==> config.mk <==
export PLATFORM = sky130hd
export DESIGN_NAME = fault_supervisor
export DESIGN_NICKNAME = d
export VERILOG_FILES = /design/src/rtl/fault_supervisor_pkg.sv /design/src/rtl/fault_supervisor.sv
export SDC_FILE = /design/constraint.sdc
export NUM_CORES = 1
export LEC_CHECK = 0
export BUFFER_PORTS_ARGS = -buffer_cell sky130_fd_sc_hd__buf_2
export CORE_MARGIN = 4
export CORE_UTILIZATION = 45
export CTS_CLUSTER_DIAMETER = 50
export DETAILED_ROUTE_END_ITERATION = 8
export HOLD_SLACK_MARGIN = 0.12
export PLACE_DENSITY = 0.67
export SYNTH_ARGS = -nofsm -noshare
export SYNTH_HDL_FRONTEND = slang
export SYNTH_SLANG_ARGS = --single-unit
==> constraint.sdc <==
create_clock -name CLK -period 10.98 [get_ports CLK]
set_input_delay 1.098 -clock CLK [delete_from_list [all_inputs] [get_ports CLK]]
set_output_delay 1.098 -clock CLK [all_outputs]
set_load 0.05 [all_outputs]
==> src/rtl/fault_supervisor_pkg.sv <==
// Constants, command codes and types for the current and temperature fault supervisor
package fault_supervisor_pkg;

  // Clock
  localparam int unsigned CLK_PERIOD_NS = 10;

  // Command codes of the threshold and reaction settings
  localparam logic [7:0] CODE_OVERCURRENT_FAULT_THRESHOLD  = 8'h46;
  localparam logic [7:0] CODE_UNDERCURRENT_FAULT_THRESHOLD = 8'h4b;
  localparam logic [7:0] CODE_HOT_FAULT_THRESHOLD          = 8'h4f;
  localparam logic [7:0] CODE_HOT_FAULT_REACTION           = 8'h50;
  localparam logic [7:0] CODE_HOT_WARNING_THRESHOLD        = 8'h51;
  localparam logic [7:0] CODE_COLD_WARNING_THRESHOLD       = 8'h52;
  localparam logic [7:0] CODE_COLD_FAULT_THRESHOLD         = 8'h53;
  localparam logic [7:0] CODE_COLD_FAULT_REACTION          = 8'h54;

  // Command codes of the status words and the clear command
  localparam logic [7:0] CODE_FAULT_FLAG_CLEAR_COMMAND = 8'h03;
  localparam logic [7:0] CODE_STATUS_SUMMARY           = 8'h79;
  localparam logic [7:0] CODE_STATUS_CURRENT           = 8'h7b;
  localparam logic [7:0] CODE_STATUS_TEMPERATURE       = 8'h7d;

  // Reset values
  localparam logic [15:0] RST_OVERCURRENT_FAULT_THRESHOLD  = 16'hd340;
  localparam logic [15:0] RST_UNDERCURRENT_FAULT_THRESHOLD = 16'hd4c0;
  localparam logic [15:0] RST_HOT_FAULT_THRESHOLD          = 16'hebe8;
  localparam logic [15:0] RST_HOT_WARNING_THRESHOLD        = 16'heb70;
  localparam logic [15:0] RST_COLD_WARNING_THRESHOLD       = 16'he580;
  localparam logic [15:0] RST_COLD_FAULT_THRESHOLD         = 16'he490;
  localparam logic [7:0]  RST_FAULT_REACTION               = 8'h80;

  // Linear eleven format field positions
  localparam int unsigned LIN_EXP_MSB  = 15;
  localparam int unsigned LIN_EXP_LSB  = 11;
  localparam int unsigned LIN_MANT_MSB = 10;

  // Reaction byte fields
  localparam int unsigned REACT_MODE_MSB  = 7;
  localparam int unsigned REACT_MODE_LSB  = 6;
  localparam int unsigned REACT_RETRY_MSB = 5;
  localparam int unsigned REACT_RETRY_LSB = 3;
  localparam int unsigned REACT_TIME_MSB  = 2;
  localparam logic [2:0]  RETRY_NONE      = 3'h0;
  localparam logic [2:0]  RETRY_FOREVER   = 3'h7;

  // Status bit positions
  localparam int unsigned TEMP_HOT_FAULT_BIT   = 7;
  localparam int unsigned TEMP_HOT_WARN_BIT    = 6;
  localparam int unsigned TEMP_COLD_WARN_BIT   = 5;
  localparam int unsigned TEMP_COLD_FAULT_BIT  = 4;
  localparam int unsigned CUR_OVER_FAULT_BIT   = 7;
  localparam int unsigned CUR_UNDER_FAULT_BIT  = 6;
  localparam int unsigned SUM_CURRENT_BIT      = 4;
  localparam int unsigned SUM_TEMPERATURE_BIT  = 2;
  localparam int unsigned SUM_OFF_BIT          = 6;

  // Retry and delay time units, per fault type
  localparam int unsigned HOT_UNIT_US  = 1000;
  localparam int unsigned COLD_UNIT_US = 1000;

  typedef enum logic [1:0] {
    MODE_IGNORE = 2'h0,
    MODE_DELAY  = 2'h1,
    MODE_OFF    = 2'h2,
    MODE_FOLLOW = 2'h3
  } react_mode_t;

  // Gray codes along run, delay, off, gap
  typedef enum logic [2:0] {
    ST_RUN   = 3'h0,
    ST_DELAY = 3'h1,
    ST_OFF   = 3'h3,
    ST_GAP   = 3'h2,
    ST_HOLD  = 3'h6,
    ST_LOCK  = 3'h7
  } react_state_t;

endpackage

==> src/rtl/fault_supervisor.sv <==
// Current and temperature fault supervisor with shutdown and retry reactions per temperature fault
// Function
// - Compare samples against peak overcurrent threshold word.
// - Compare samples against valley undercurrent threshold word.
// - Ignore current samples taken during blanking.
// - Current fault after N consecutive exceeding samples.
// - Hot fault when temperature above fault limit.
// - Hot fault holds until below warning limit.
// - Hot warning sets summary, warning bit, alert.
// - Cold warning sets summary, warning bit, alert.
// - Cold fault when temperature below fault limit.
// - Cold fault holds until above warning limit.
// - Thresholds are words, reactions are bytes.
// - Reaction bytes reset to immediate off, no retry.
// - Fault bits sticky until clear command.
// - Mode 00 keeps output running, records fault.
// - Mode 01 delays, disables, then retries.
// - Mode 10 disables at once, then retries.
// - Mode 11 disables only while fault persists.
// - Retry 000 stays off until restart.
// - Retry 1..6 limits attempts, spaced by time.
// - Retry 111 restarts forever without checking.
// - Time field sets delay and retry spacing.
module fault_supervisor
  import fault_supervisor_pkg::*;
#(
  parameter int unsigned HOT_UNIT_CYCLES  = HOT_UNIT_US * 1000 / CLK_PERIOD_NS,
  parameter int unsigned COLD_UNIT_CYCLES = COLD_UNIT_US * 1000 / CLK_PERIOD_NS
) (
  // Clock and reset
  input  wire logic        CLK,
  input  wire logic        SRST,
  // Command port
  input  wire logic [7:0]  CMD_CODE,
  input  wire logic        CMD_WR,
  input  wire logic [15:0] CMD_WDATA,
  input  wire logic        CMD_RD,
  output logic      [15:0] RD_DATA,
  output logic             RD_VALID,
  output logic             RD_MISS,
  // Inductor current samples
  input  wire logic        IL_VALID,
  input  wire logic        IL_BLANKING,
  input  wire logic [15:0] IL_SAMPLE,
  input  wire logic [3:0]  CONSEC_SAMPLES,
  // Temperature samples
  input  wire logic        TEMP_VALID,
  input  wire logic [15:0] TEMP_SAMPLE,
  // Power stage control
  input  wire logic        ENABLE,
  input  wire logic        RESTART,
  output logic             OUT_EN,
  output logic             ALERT_N
);

  localparam int unsigned NCH = 2;

  logic [15:0] overcurrent_fault_threshold;
  logic [15:0] undercurrent_fault_threshold;
  logic [15:0] hot_fault_threshold;
  logic [15:0] hot_warning_threshold;
  logic [15:0] cold_warning_threshold;
  logic [15:0] cold_fault_threshold;
  logic [7:0]  hot_fault_reaction;
  logic [7:0]  cold_fault_reaction;

  logic        clear_cmd;
  logic [7:0]  status_temp;
  logic [7:0]  status_cur;
  logic [15:0] status_sum;

  logic [3:0]  oc_run;
  logic [3:0]  uc_run;
  logic        oc_hit;
  logic        uc_hit;
  logic        hot_active;
  logic        cold_active;
  logic        hot_warn;
  logic        cold_warn;

  logic [NCH-1:0] ch_active;
  logic [NCH-1:0] ch_allow;
  logic [7:0]     ch_react [NCH];
  logic [31:0]    ch_unit  [NCH];

  // Mantissa shifted by exponent into one common fixed-point scale
  function automatic logic signed [47:0] lin_to_fix(input logic [15:0] w);
    logic signed [47:0] m;
    logic [4:0]         sh;
    m = {{37{w[LIN_MANT_MSB]}}, w[LIN_MANT_MSB:0]};
    // Exponent biased by sixteen, so the shift is never negative
    sh = {~w[LIN_EXP_MSB], w[LIN_EXP_MSB-1:LIN_EXP_LSB]};
    return m <<< sh;
  endfunction

  logic signed [47:0] il_fix;
  logic signed [47:0] temp_fix;
  logic               il_over;
  logic               il_under;
  logic               t_above_hot_fault;
  logic               t_below_hot_warn;
  logic               t_above_hot_warn;
  logic               t_below_cold_fault;
  logic               t_above_cold_warn;
  logic               t_below_cold_warn;

  always_comb begin
    il_fix   = lin_to_fix(IL_SAMPLE);
    temp_fix = lin_to_fix(TEMP_SAMPLE);
    il_over  = il_fix > lin_to_fix(overcurrent_fault_threshold);
    il_under = il_fix < lin_to_fix(undercurrent_fault_threshold);
    t_above_hot_fault  = temp_fix > lin_to_fix(hot_fault_threshold);
    t_above_hot_warn   = temp_fix > lin_to_fix(hot_warning_threshold);
    t_below_hot_warn   = temp_fix < lin_to_fix(hot_warning_threshold);
    t_below_cold_fault = temp_fix < lin_to_fix(cold_fault_threshold);
    t_below_cold_warn  = temp_fix < lin_to_fix(cold_warning_threshold);
    t_above_cold_warn  = temp_fix > lin_to_fix(cold_warning_threshold);
  end

  // Settings, written by word or by byte
  // Byte settings keep the low half; the upper half is dropped
  always_ff @(posedge CLK) begin
    if (SRST) begin
      overcurrent_fault_threshold  <= RST_OVERCURRENT_FAULT_THRESHOLD;
      undercurrent_fault_threshold <= RST_UNDERCURRENT_FAULT_THRESHOLD;
      hot_fault_threshold          <= RST_HOT_FAULT_THRESHOLD;
      hot_warning_threshold        <= RST_HOT_WARNING_THRESHOLD;
      cold_warning_threshold       <= RST_COLD_WARNING_THRESHOLD;
      cold_fault_threshold         <= RST_COLD_FAULT_THRESHOLD;
      hot_fault_reaction           <= RST_FAULT_REACTION;
      cold_fault_reaction          <= RST_FAULT_REACTION;
    end else if (CMD_WR) begin
      case (CMD_CODE)
        CODE_OVERCURRENT_FAULT_THRESHOLD:  overcurrent_fault_threshold  <= CMD_WDATA;
        CODE_UNDERCURRENT_FAULT_THRESHOLD: undercurrent_fault_threshold <= CMD_WDATA;
        CODE_HOT_FAULT_THRESHOLD:          hot_fault_threshold          <= CMD_WDATA;
        CODE_HOT_WARNING_THRESHOLD:        hot_warning_threshold        <= CMD_WDATA;
        CODE_COLD_WARNING_THRESHOLD:       cold_warning_threshold       <= CMD_WDATA;
        CODE_COLD_FAULT_THRESHOLD:         cold_fault_threshold         <= CMD_WDATA;
        CODE_HOT_FAULT_REACTION:           hot_fault_reaction           <= CMD_WDATA[7:0];
        CODE_COLD_FAULT_REACTION:          cold_fault_reaction          <= CMD_WDATA[7:0];
        default: ;
      endcase
    end
  end

  assign clear_cmd = CMD_WR && (CMD_CODE == CODE_FAULT_FLAG_CLEAR_COMMAND);

  // Read answer, one cycle after the strobe
  always_ff @(posedge CLK) begin
    if (SRST) begin
      RD_DATA  <= 16'h0000;
      RD_VALID <= 1'b0;
      RD_MISS  <= 1'b0;
    end else begin
      RD_VALID <= CMD_RD;
      RD_MISS  <= 1'b0;
      if (CMD_RD) begin
        case (CMD_CODE)
          CODE_OVERCURRENT_FAULT_THRESHOLD:  RD_DATA <= overcurrent_fault_threshold;
          CODE_UNDERCURRENT_FAULT_THRESHOLD: RD_DATA <= undercurrent_fault_threshold;
          CODE_HOT_FAULT_THRESHOLD:          RD_DATA <= hot_fault_threshold;
          CODE_HOT_WARNING_THRESHOLD:        RD_DATA <= hot_warning_threshold;
          CODE_COLD_WARNING_THRESHOLD:       RD_DATA <= cold_warning_threshold;
          CODE_COLD_FAULT_THRESHOLD:         RD_DATA <= cold_fault_threshold;
          CODE_HOT_FAULT_REACTION:           RD_DATA <= {8'h00, hot_fault_reaction};
          CODE_COLD_FAULT_REACTION:          RD_DATA <= {8'h00, cold_fault_reaction};
          CODE_STATUS_SUMMARY:               RD_DATA <= status_sum;
          CODE_STATUS_CURRENT:               RD_DATA <= {8'h00, status_cur};
          CODE_STATUS_TEMPERATURE:           RD_DATA <= {8'h00, status_temp};
          // Unknown code answers zero and flags a miss
          default: begin
            RD_DATA <= 16'h0000;
            RD_MISS <= 1'b1;
          end
        endcase
      end
    end
  end

  // Consecutive sample qualifiers; a count of zero acts as one
  logic [3:0] need;
  assign need = (CONSEC_SAMPLES == 4'h0) ? 4'h1 : CONSEC_SAMPLES;

  always_ff @(posedge CLK) begin
    if (SRST) begin
      oc_run <= 4'h0;
      uc_run <= 4'h0;
    end else if (IL_VALID && !IL_BLANKING) begin
      // Saturate, so a long excursion never wraps back to zero
      oc_run <= !il_over ? 4'h0 : (oc_run == 4'hf) ? oc_run : oc_run + 4'h1;
      uc_run <= !il_under ? 4'h0 : (uc_run == 4'hf) ? uc_run : uc_run + 4'h1;
    end
  end

  assign oc_hit = (oc_run >= need);
  assign uc_hit = (uc_run >= need);

  // Temperature conditions, with hysteresis on the faults
  // Warnings are plain levels of the last sample; status latches them
  always_ff @(posedge CLK) begin
    if (SRST) begin
      hot_active  <= 1'b0;
      cold_active <= 1'b0;
      hot_warn    <= 1'b0;
      cold_warn   <= 1'b0;
    end else if (TEMP_VALID) begin
      if (t_above_hot_fault)
        hot_active <= 1'b1;
      else if (t_below_hot_warn)
        hot_active <= 1'b0;
      if (t_below_cold_fault)
        cold_active <= 1'b1;
      else if (t_above_cold_warn)
        cold_active <= 1'b0;
      hot_warn  <= t_above_hot_warn;
      cold_warn <= t_below_cold_warn;
    end
  end

  // Sticky status; a condition present in the clear cycle wins
  always_ff @(posedge CLK) begin
    if (SRST) begin
      status_temp <= 8'h00;
      status_cur  <= 8'h00;
    end else begin
      if (clear_cmd) begin
        status_temp <= 8'h00;
        status_cur  <= 8'h00;
      end
      if (hot_active)
        status_temp[TEMP_HOT_FAULT_BIT] <= 1'b1;
      if (cold_active)
        status_temp[TEMP_COLD_FAULT_BIT] <= 1'b1;
      if (hot_warn)
        status_temp[TEMP_HOT_WARN_BIT] <= 1'b1;
      if (cold_warn)
        status_temp[TEMP_COLD_WARN_BIT] <= 1'b1;
      if (oc_hit)
        status_cur[CUR_OVER_FAULT_BIT] <= 1'b1;
      if (uc_hit)
        status_cur[CUR_UNDER_FAULT_BIT] <= 1'b1;
    end
  end

  always_comb begin
    status_sum                      = 16'h0000;
    status_sum[SUM_TEMPERATURE_BIT] = |status_temp;
    status_sum[SUM_CURRENT_BIT]     = |status_cur;
    status_sum[SUM_OFF_BIT]         = !OUT_EN;
  end

  // Alert is a level held until every sticky bit is cleared
  always_ff @(posedge CLK) begin
    if (SRST)
      ALERT_N <= 1'b1;
    else
      ALERT_N <= !((|status_temp) || (|status_cur));
  end

  assign ch_active[0] = hot_active;
  assign ch_active[1] = cold_active;
  assign ch_react[0]  = hot_fault_reaction;
  assign ch_react[1]  = cold_fault_reaction;
  // Time units per fault type; shortened by parameter in simulation
  assign ch_unit[0]   = HOT_UNIT_CYCLES;
  assign ch_unit[1]   = COLD_UNIT_CYCLES;

  // Reaction engine per temperature fault
  for (genvar c = 0; c < NCH; c++) begin : g_react
    react_state_t state;
    react_mode_t  mode;
    logic [2:0]   retry;
    logic [2:0]   tcount;
    logic [2:0]   units;
    logic [31:0]  cyc;
    logic [2:0]   attempts;
    logic         done;

    assign mode   = react_mode_t'(ch_react[c][REACT_MODE_MSB:REACT_MODE_LSB]);
    assign retry  = ch_react[c][REACT_RETRY_MSB:REACT_RETRY_LSB];
    assign tcount = ch_react[c][REACT_TIME_MSB:0];
    assign done   = (units == 3'h0) && (cyc == 32'h0);

    always_ff @(posedge CLK) begin
      if (SRST || !ENABLE || RESTART) begin
        state    <= ST_RUN;
        units    <= 3'h0;
        cyc      <= 32'h0;
        attempts <= 3'h0;
      end else begin
        if (cyc != 32'h0)
          cyc <= cyc - 32'h1;
        else if (units != 3'h0) begin
          units <= units - 3'h1;
          cyc   <= ch_unit[c] - 32'h1;
        end
        // Mode is read only in run; a new setting waits for the next trip
        case (state)
          ST_RUN: begin
            if (ch_active[c]) begin
              case (mode)
                MODE_IGNORE: state <= ST_RUN;
                MODE_DELAY: begin
                  state <= ST_DELAY;
                  units <= tcount;
                  cyc   <= 32'h0;
                end
                MODE_OFF:    state <= ST_OFF;
                MODE_FOLLOW: state <= ST_HOLD;
                default:     state <= ST_RUN;
              endcase
            end
          end
          ST_DELAY: begin
            if (done)
              state <= ST_OFF;
          end
          ST_OFF: begin
            if (retry == RETRY_NONE)
              state <= ST_LOCK;
            else if (retry != RETRY_FOREVER && attempts >= retry)
              state <= ST_LOCK;
            else begin
              state <= ST_GAP;
              units <= tcount;
              cyc   <= 32'h0;
            end
          end
          ST_GAP: begin
            if (done) begin
              // Back to run even if the fault stands; it trips again
              state <= ST_RUN;
              if (retry != RETRY_FOREVER)
                attempts <= attempts + 3'h1;
            end
          end
          ST_HOLD: begin
            if (!ch_active[c])
              state <= ST_RUN;
          end
          // Only reset, restart or enable low leaves the lock
          ST_LOCK: state <= ST_LOCK;
          default: state <= ST_RUN;
        endcase
      end
    end

    // Output allowed only while running, delaying, or ignoring
    assign ch_allow[c] = (state == ST_RUN) || (state == ST_DELAY);
  end

  always_ff @(posedge CLK) begin
    if (SRST)
      OUT_EN <= 1'b0;
    else
      OUT_EN <= ENABLE && (&ch_allow);
  end

endmodule // fault_supervisor

After elaboration in Yosys (flattened, before gate mapping). Index checks and enable logic that the tools add are counted.

Word-level logic and storage cells: 235. Bits of input ports: 69. Flip-flop bits (word level): 232. Output and inout bits: 20.

$lt $le $gt $ge: 12. Shifts and indexed selects: 8. Equality and inequality tests: 42. Mux-type cells: 63. Reduce and logical (&&, ||, !) cells: 60. Add/subtract/negate cells: 8. Bitwise logic cells: 9.

Operators with widths (count): 2-to-1 mux 32 bit (12); <<< shifter 11 x 5 -> 48 bit (8); > comparator 48 bit (4); less-than comparator 48 bit (4); case mux 16 bit (11 select lines) (1); case mux 32 bit (2 select lines) (2); == test 8 x 7 -> 1 bit (second input constant) (11); 2-to-1 mux 3 bit (24); zero test 32 bit (2); nonzero test 32 bit (2); subtractor 32 x 1 -> 32 bit (second input constant) (2); case mux 3 bit (6 select lines) (2); AND reduction 2 bit (13); case mux 3 bit (4 select lines) (2); 2-to-1 mux 4 bit (5); inequality test 2 bit (second input constant) (10); zero test 3 bit (6); 2-to-1 mux 8 bit (2); nonzero test 2 bit (8); == test 3 x 2 -> 1 bit (second input constant) (4); == test 3 bit (second input constant) (4); case mux 3 bit (2 select lines) (2); 2-to-1 mux 1 bit (11); OR reduction 11 bit (1); other kinds (22) (60).

Depth between registers and ports, before layout. Gate-level depths: netlist (run 1).

Depth after elaboration: 6. Gate-level depth with buffers: 19. Depth with buffers taken out: 17.

Worst setup path before layout (run 1). No wires, ideal clock.

Path kind: input port to flip-flop. Start point: input port IL_SAMPLE[11]. End point: register oc_run[2]. Data required time: 10894 ps. Slack: 6159 ps. Path buffers: 2. Stages on the path: 15. Data arrival time: 4735 ps. Cells stage by stage: clkbuf_1 > clkbuf_1 > mux2i_1 > mux2i_1 > nand2_1 > a221oi_1 > ha_1 > a21o_1 > a21oi_1 > nor2b_1 > or4_1 > a221oi_1 > mux2i_1 > o21ai_0 > a211oi_1.

Cells in the longest elaborated chain, start to end: 4. Elaborated cells between the ends (all ways): 5. Classes of those cells: order compare (1); eq/ne (1); shift (1); mux (1); reduce/logical (1).

RTL lines: start: declaration (line fault_supervisor.sv:44) `input wire logic [15:0] IL_SAMPLE,`; <<< shifter 11 x 5 -> 48 bit * (line fault_supervisor.sv:93) `return m <<< sh;`; > comparator 48 bit * (line fault_supervisor.sv:110) `il_over = il_fix > lin_to_fix(overcurrent_fault_threshold);`; inequality test 2 bit (no source line); AND reduction 2 bit (no source line); end signal: assignment (line fault_supervisor.sv:191) `oc_run <= !il_over ? 4'h0 : (oc_run == 4'hf) ? oc_run : oc_run + 4'h1;`; end: declaration (line fault_supervisor.sv:72) `logic [3:0] oc_run;`.

Every way passes the cells marked *; elsewhere a longest branch is shown, timed or not. A chain may end at the register's enable or synchronous reset.

Final worst setup path (run 1).
Start point: register overcurrent_fault_threshold[12]. End point: register oc_run[2].

Cells in the longest elaborated chain, start to end: 4. Elaborated cells between the ends (all ways): 5. Classes of those cells: order compare (1); eq/ne (1); shift (1); mux (1); reduce/logical (1).

RTL lines: start: declaration (line fault_supervisor.sv:58) `logic [15:0] overcurrent_fault_threshold;`; start signal: assignment (line fault_supervisor.sv:124) `overcurrent_fault_threshold <= RST_OVERCURRENT_FAULT_THRESHOLD;`; start signal: assignment (line fault_supervisor.sv:134) `CODE_OVERCURRENT_FAULT_THRESHOLD: overcurrent_fault_threshold <= CMD_WDATA;`; <<< shifter 11 x 5 -> 48 bit * (line fault_supervisor.sv:93); > comparator 48 bit * (line fault_supervisor.sv:110); inequality test 2 bit (no source line); AND reduction 2 bit (no source line).

Marks and branches as above.

==> results of run 1 <==
[final timing paths]
kind         cells after the start                                   to
max                             14               oc_run[2]$_SDFFE_PP0P_
min                              2  cold_fault_reaction[2]$_SDFFE_PP0P_
max reg2reg                     14               oc_run[2]$_SDFFE_PP0P_
min reg2reg                      2  cold_fault_reaction[2]$_SDFFE_PP0P_
[layout make-up]
| type | instances | area [µm²] | area share |
|---|---|---|---|
| multi-input cells | 2685 | 17800 | 0.7071 |
| flip-flops and latches | 232 | 4644 | 0.1845 |
| well taps | 680 | 850.8 | 0.03379 |
| clock buffers | 39 | 823.3 | 0.03270 |
| repair buffers | 115 | 645.6 | 0.02564 |
| inverters | 66 | 247.7 | 0.009840 |
| clock inverters | 13 | 158.9 | 0.006311 |
| diodes | 1 | 2.502 | 0.00009939 |
[layer usage]
| layer | global-route usage | up-vias |
|---|---|---|
| li1 | - | 11540 |
| met1 | 0.3826 | 11230 |
| met2 | 0.4852 | 897 |
| met3 | 0.02551 | 184 |
| met4 | 0.1134 | 0 |
| met5 | 0 | - |
[where the power goes]
| part | internal [W] | switching [W] |
|---|---|---|
| logic | 0.000893 | 0.00125 |
| registers | 0.000936 | 0.0000984 |
| clock network | 0.000577 | 0.000393 |
[synthesized netlist by cell type (6+ instances only)]
master	count	share of area
inv_1	57	0.0091
a21oi_1	259	0.055
buf_2	15	0.0032
a311oi_1	16	0.0060
nand2_1	517	0.083
a31oi_1	28	0.0075
or2_2	8	0.0021
o211ai_1	43	0.014
and3_1	16	0.0043
xnor2_1	31	0.012
o21ai_0	198	0.042
a31o_2	8	0.0030
a211oi_1	41	0.013
nor4_1	14	0.0037
or4_1	7	0.0022
or3_1	12	0.0032
buf_1	17	0.0027
o21a_1	24	0.0077
dfxtp_1	232	0.20
nand4_1	48	0.013
ha_1	281	0.15
and4_1	7	0.0026
o221ai_1	9	0.0034
mux2_2	31	0.015
mux2i_1	189	0.080
and2_1	22	0.0059
clkinv_1	8	0.0013
xor2_1	18	0.0067
nor2_1	288	0.046
a21boi_0	13	0.0042
nor2b_1	45	0.012
nand3_1	99	0.021
a21o_1	77	0.025
a22oi_1	67	0.021
nand3b_1	6	0.0019
mux4_2	14	0.013
nor3_1	76	0.016
nand2b_1	39	0.010
a221oi_1	14	0.0052
clkbuf_1	175	0.028
o31a_1	12	0.0045
o22ai_1	19	0.0051
[stage by stage]
step | instance area, µm² | hold WS (ns) | util | std cells | total power, W
6_report | 25180 | 0.4800 | 0.4888 | 3831 | 0.004143
5_1_grt | 25170 | 0.4953 | 0.4887 | 3830 | 0.004462
4_1_cts | 25170 | 0.4830 | 0.4887 | 3830 | 0.004144
3_5_place_dp | 24190 | 0.4744 | 0.4697 | 3778 | 0.003166
3_3_place_gp | 24190 | 0.4578 | 0.4697 | 3778 | 0.003111
2_1_floorplan | 23510 | 0.4361 | - | 3192 | 0.002791
[sequential cells by signal, indices dropped and copies added (netlist names), 2 cells and up]
| name | count |
|---|---|
| g_react.units | 6 |
| uc_run | 4 |
| cold_fault_threshold | 16 |
| cold_warning_threshold | 16 |
| hot_fault_threshold | 16 |
| status_temp | 4 |
| g_react.attempts | 6 |
| undercurrent_fault_threshold | 16 |
| hot_warning_threshold | 16 |
| g_react.cyc | 64 |
| hot_fault_reaction | 8 |
| oc_run | 4 |
| overcurrent_fault_threshold | 16 |
| status_cur | 2 |
| g_react.state | 6 |
| RD_DATA | 16 |
| cold_fault_reaction | 8 |
[logic make-up (layout without fill, tap and decap cells)]
| family | after synthesis | after routing | share of synthesized area |
|---|---|---|---|
| muxes | 234 | 234 | 0.1087 |
| other | 0 | 1 | 0 |
| DFF | 232 | 232 | 0.1976 |
| adders and majority gates | 281 | 281 | 0.1496 |
| AOI/OAI and AO/OA | 881 | 881 | 0.2365 |
| buffers and inverters | 275 | 233 | 0.04546 |
| xor gates and xnor gates | 49 | 49 | 0.01826 |
| and+or+nand+nor | 1240 | 1240 | 0.2438 |
[worst register-to-register path: cells and delay by family, from the launching register on]
kind / cells / cell delay [ns]
AOI/OAI and AO/OA: 11 / 2.97
muxes: 2 / 1.12
DFF: 1 / 0.86
adders and majority gates: 1 / 0.31
==> results.json, run 1 <==
{
  "ys_dominant_reg_cell": "dfxtp_1",
  "mappedNetlistNets": 3542,
  "worstPathRequired_ns": 11.43,
  "drt-total-wl_mm": 85.07,
  "first_global_vias": 21970,
  "yosysWarningCount": 0,
  "r2r-start": "overcurrent_fault_threshold[12]$_SDFFE_PP1P_",
  "grt_setup_unrepaired": "false",
  "cp_slowest_stage_delay_ns": 0.86,
  "crit_top_cell": "o21ai_0",
  "worstPathArrival_ns": 5.82,
  "route.met2.wl_mm": 39.81,
  "reg2reg_slack_ns": 5.61,
  "clk_pin_slew_worst_paths_ns": 0.06,
  "area_added_between_synthesis_and_finish_pct": 7.106,
  "grt_max_degree": 54,
  "worstHoldStart": "cold_fault_reaction[2]$_SDFFE_PP0P_",
  "clock_tree_from_tritoncts": "built",
  "final.fill_count": 5090,
  "number_of_remaining_drc_errors": 0,
  "async_flop_share": 0,
  "start_kind": "flip-flop",
  "met1Wirelength_mm": 36.24,
  "drt_first_iter_violations": 2604,
  "wl_met3_mm": 5.031,
  "route.vias.total": 23850,
  "setup_tns_ns": 0,
  "wire_per_inst_um": 22.20,
  "syn-instance-count": 3192,
  "synth_seq_cells": 232,
  "die-area_mm2": 0.05596,
  "tritoncts_num_sinks": 232,
  "cts_inserted_buffers": 28,
  "worst-path-buf-inv": 0,
  "timing.final.max_slew_violations": 0,
  "cts.repair_timing.setup_buffer_count": 0,
  "die_h_um": 236.6,
  "type_of_element_capturing_the_critical_path": "flip-flop",
  "timing.fmax_mhz": 186.2,
  "worstPathCellList": "mux2_2, o21ai_0, o21ai_0, o21ba_2, a22oi_1, ha_1, a21oi_1, o21ai_0, a221oi_1, o21ai_0, a221oi_1, mux2i_1, o21ai_0, a211oi_1",
  "dp.final_hpwl_mm": 66.42,
  "mostFrequentLayoutCells": "nand2_1 (517), nor2_1 (288), ha_1 (281)",
  "p_leak_nw": 10.93,
  "core_area_mm2": 0.05151,
  "cell_chosen_for_the_clock_root": "clkbuf_16",
  "criticalPathCategory": "reg2reg",
  "setup_slack_ns": 5.610,
  "clock-skew-final_ns": 0.01916,
  "ctsLongestPathBuffers": 3,
  "detailedPlace.worstSlack_ns": 5.503,
  "share_of_the_clock_period_used_by_the_worst_path_after_layout": 0.4891,
  "design.final.nets": 3478,
  "postRouteAntennaNets": 0,
  "io_pins": 89,
  "global_route_wire_length_before_repair_mm": 129.2,
  "timing.final.crit_period_ns": 5.370,
  "seq_area_frac_synth": 0.1976,
  "cp_max_fo": 20,
  "layout-drive-gt1-share": 0.08063,
  "cpMaxStageDelayCell": "dfxtp_1",
  "gpl.final_weighted_congestion": 0.9908,
  "clkLatencyLatePin_ns": 0.56,
  "timing.hold.worst.class": "reg2reg",
  "mappedNetlistArea_mm2": 0.02351,
  "initial_core_util": 0.4563,
  "cts_hold_buf": 0,
  "synth_edf_count": 0,
  "die_width_um": 236.6,
  "combined_global_route_utilization_of_all_metal_layers": 0.2881,
  "post_cts_resized": 0,
  "syn-mean-instance-area_um2": 7.364,
  "grt_antenna_before_repair": 0,
  "cellPowerDensity_mw_per_mm2": 164.6,
  "slew_headroom": 0.1772,
  "run_status": "finished clean",
  "dr.max_layer_used": "met4",
  "measured_slew_at_the_worst_slew_check_pin_ns": 1.221,
  "setup.worst_path.start": "overcurrent_fault_threshold[12]$_SDFFE_PP1P_",
  "buffer_ports.inserted": 88,
  "viasPerCell": 6.224,
  "std_cell_rows": 83,
  "gr-total-overflow": 0,
  "power.ir.vdd_worst_uv": 273.9,
  "clock_h_tree_levels": 1,
  "timing.critical_path.max_delay_family": "compound AO/OA/AOI/OAI gates",
  "firstDrtPassIters": 8,
  "finalSetupViolCount": 0,
  "timing.max_cap.violations": 0,
  "layout_commonest_cell": "nand2_1",
  "hold_violations": 0,
  "synth.distinct_cells": 85
}
Power figures use the tool's default switching activity.
==> run 2, diff against run 1 <==
ABC_AREA = 1   (was unset)
PLACE_DENSITY = 0.69   (was 0.67)
clock period = 4.5 ns   (was 10.98 ns; I/O delays follow)
==> results.json, run 2 <==
{
  "finalHoldWorstSlack_ns": 0.2877,
  "timing.max_cap.violations": 0,
  "cellPowerDensity_mw_per_mm2": 407.6,
  "synth_seq_cells": 232,
  "timing.hold.worst.class": "in2reg",
  "combined_global_route_utilization_of_all_metal_layers": 0.2645,
  "r2r-start": "cold_warning_threshold[11]$_SDFFE_PP0P_",
  "place_area_mm2": 0.02428,
  "clock_h_tree_levels": 1,
  "clk_pin_slew_worst_paths_ns": 0.06,
  "clock_tree_from_tritoncts": "built",
  "setup_slack_ns": 0.5253,
  "gpl.final_weighted_congestion": 1.014,
  "die-area_mm2": 0.05547,
  "cts.repair_timing.setup_buffer_count": 0,
  "die_h_um": 235.5,
  "drt-total-wl_mm": 77.95,
  "power_frac_clock": 0.239,
  "clock-skew-final_ns": 0.01644,
  "mappedNetlistNets": 4085,
  "share_of_the_clock_period_used_by_the_worst_path_after_layout": 0.8833,
  "first_global_vias": 22300,
  "cp_max_fo": 20,
  "route.vias.total": 24930,
  "drt_first_iter_violations": 2506,
  "setup_tns_ns": 0,
  "grt_max_degree": 66,
  "std_cell_rows": 83,
  "mostFrequentLayoutCells": "nand2_1 (739), o21ai_0 (614), inv_1 (385)",
  "synth_most_common_cell": "nand2_1",
  "start_kind": "flip-flop",
  "multiplexer_fraction_of_the_synthesized_cell_area": 0.02063,
  "area_added_between_synthesis_and_finish_pct": 8.664,
  "synth_top_area_cell": "dfxtp_1",
  "grt_setup_unrepaired": "false",
  "yosysWarningCount": 0,
  "buffer_ports.inserted": 88,
  "post_route_cell_area_mm2": 0.02531,
  "layout-drive-gt1-share": 0.07973,
  "area_fraction_in_and_or_nand_and_nor_cells_after_synthesis": 0.2672,
  "synth_edf_count": 0,
  "dp.final_hpwl_mm": 61.13,
  "seq_area_frac_synth": 0.1994,
  "postRouteAntennaNets": 0,
  "cell_chosen_for_the_clock_root": "clkbuf_16",
  "design.final.nets": 4079,
  "initial_core_util": 0.4541,
  "clkLatencyLatePin_ns": 0.56,
  "die_width_um": 235.5,
  "power.combinational.fraction": 0.522,
  "firstDrtPassIters": 8,
  "synth_area_in_xor_xnor": 0.01617,
  "top_cells_by_area_in_the_synthesized_netlist": "dfxtp_1 (20%), ha_1 (15%), o21ai_0 (13%)",
  "setup.worst_path.start": "cold_warning_threshold[11]$_SDFFE_PP0P_",
  "synth-compound-area-share": 0.2525,
  "global_route_wire_length_before_repair_mm": 120.3,
  "cts_inserted_buffers": 28,
  "tritoncts_num_sinks": 232,
  "viasPerCell": 5.628,
  "syn-instance-count": 3735,
  "ctsLongestPathBuffers": 3,
  "largest_register_ffs": 64,
  "mappedNetlistArea_mm2": 0.02329,
  "criticalPathCategory": "reg2reg",
  "synth.distinct_cells": 57,
  "gr-total-overflow": 0,
  "grt_antenna_before_repair": 1,
  "run_status": "finished clean",
  "timing.fmax_mhz": 251.6,
  "synth_largest_type_area_fraction": 0.1994,
  "timing.final.max_slew_violations": 0,
  "synth_common_cells": "nand2_1 (739), o21ai_0 (614), inv_1 (386)",
  "finalSetupViolCount": 0,
  "power_switching_share": 0.4456,
  "syn-mean-instance-area_um2": 6.237,
  "synthAdderAreaFrac": 0.1509,
  "type_of_element_capturing_the_critical_path": "flip-flop",
  "layout_commonest_cell": "nand2_1",
  "measured_slew_at_the_worst_slew_check_pin_ns": 1.343,
  "totalPowerFinal_w": 0.01032,
  "antenna_cells_inserted": 0,
  "slew_headroom": 0.09545,
  "number_of_remaining_drc_errors": 0,
  "core_area_mm2": 0.05130,
  "power.ir.vdd_worst_uv": 348.1,
  "detailedPlace.worstSlack_ns": 0.4229,
  "worstPathArrival_ns": 4.36,
  "post_cts_resized": 0,
  "io_pins": 89,
  "p_leak_nw": 11.90,
  "worstPathRequired_ns": 4.89,
  "timing.final.crit_period_ns": 3.975,
  "wire_per_inst_um": 17.60,
  "ys_dominant_reg_cell": "dfxtp_1",
  "net-switching-power_w": 0.004597,
  "seqPwrFrac": 0.239,
  "registers.top_by_ff_count": "g_react.cyc",
  "worstHoldStart": "CMD_WDATA[9]",
  "final.fill_count": 5443,
  "cell_internal_pwr_w": 0.005719,
  "synth_top_family_by_area": "simple AND/OR/NAND/NOR gates",
  "async_flop_share": 0,
  "hold_violations": 0
}
-- run 2: metrics by stage --
| stage | util | instances |
|---|---|---|
| 2_1_floorplan | - | 3735 |
| 3_3_place_gp | 0.4733 | 4378 |
| 3_5_place_dp | 0.4733 | 4378 |
| 4_1_cts | 0.4934 | 4430 |
| 5_1_grt | 0.4934 | 4430 |
| 6_report | 0.4934 | 4430 |
-- run 2: worst max-delay path, stage by stage, from the launching register on --
cell	delay [ns]
dfxtp_1	0.67
inv_1	0.17
o21ai_0	0.26
o21ai_0	0.17
or2_2	0.30
o21ai_0	0.10
o21ai_0	0.16
o21ai_0	0.32
inv_1	0.08
ha_1	0.29
a21oi_1	0.16
nor2_1	0.06
a211oi_1	0.15
o21ai_0	0.17
a21oi_1	0.18
o21a_1	0.16
nand2_1	0.06
nand2_1	0.06
nand2_1	0.06
o21ai_0	0.14
a21oi_1	0.10
-- run 2: layout make-up --
cell class	count	area, µm²	area share
flip-flops and latches	232	4644	0.1835
multi-input cells	2926	16480	0.6510
inverters	407	1530	0.06045
well taps	680	850.8	0.03361
repair buffers	134	788.3	0.03114
clock inverters	12	176.4	0.006970
clock buffers	39	843.3	0.03332
-- run 2: path summary, 6_finish.rpt --
check | end | slack [ns] | cells after the start
worst max-delay path | cold_active$_SDFFE_PP0P_ | 0.53 | 20
worst min-delay path | hot_warning_threshold[9]$_SDFFE_PP1P_ | 0.29 | 3
worst min register to register | g_react[1].attempts[2]$_SDFFE_PP0P_ | 0.45 | 1
worst max register to register | cold_active$_SDFFE_PP0P_ | 0.53 | 20
-- run 2: per-layer routing --
| metal | track usage | share of wire | vias to the layer above | wire length (µm) |
|---|---|---|---|---|
| met1 | 0.3570 | 0.43 | 11230 | 33610 |
| met4 | 0.09610 | 0.043 | 2 | 3381 |
| met5 | 0 | 0.00010 | - | 8 |
| met3 | 0.03128 | 0.074 | 199 | 5796 |
| met2 | 0.4363 | 0.45 | 865 | 35150 |
| li1 | - | - | 12630 | - |
-- run 2: kinds of logic (layout without fill, tap and decap cells) --
logic type / Yosys count / after routing
muxes: 48 / 48
adders and majority gates: 281 / 281
and+or+nand+nor: 1443 / 1443
xor gates and xnor gates: 43 / 43
buffers and inverters: 577 / 592
AOI/OAI and AO/OA: 1111 / 1111
DFF: 232 / 232
-- run 2: timing repair --
action / in CTS / in global routing
hold buffers: 1 / 0
endpoints found under the hold margin: 1 / 0
endpoints found under the setup margin: 0 / 0
-- run 2: power groups by stage --
stage / Sequential (W) / Combinational (W) / Clock, W
floorplan: 0.00247 / 0.00435 / 0
global placement: 0.00250 / 0.00530 / 0
detailed placement: 0.00250 / 0.00534 / 0
CTS: 0.00246 / 0.00539 / 0.00249
global route: 0.00250 / 0.00611 / 0.00258
finish: 0.00246 / 0.00539 / 0.00247
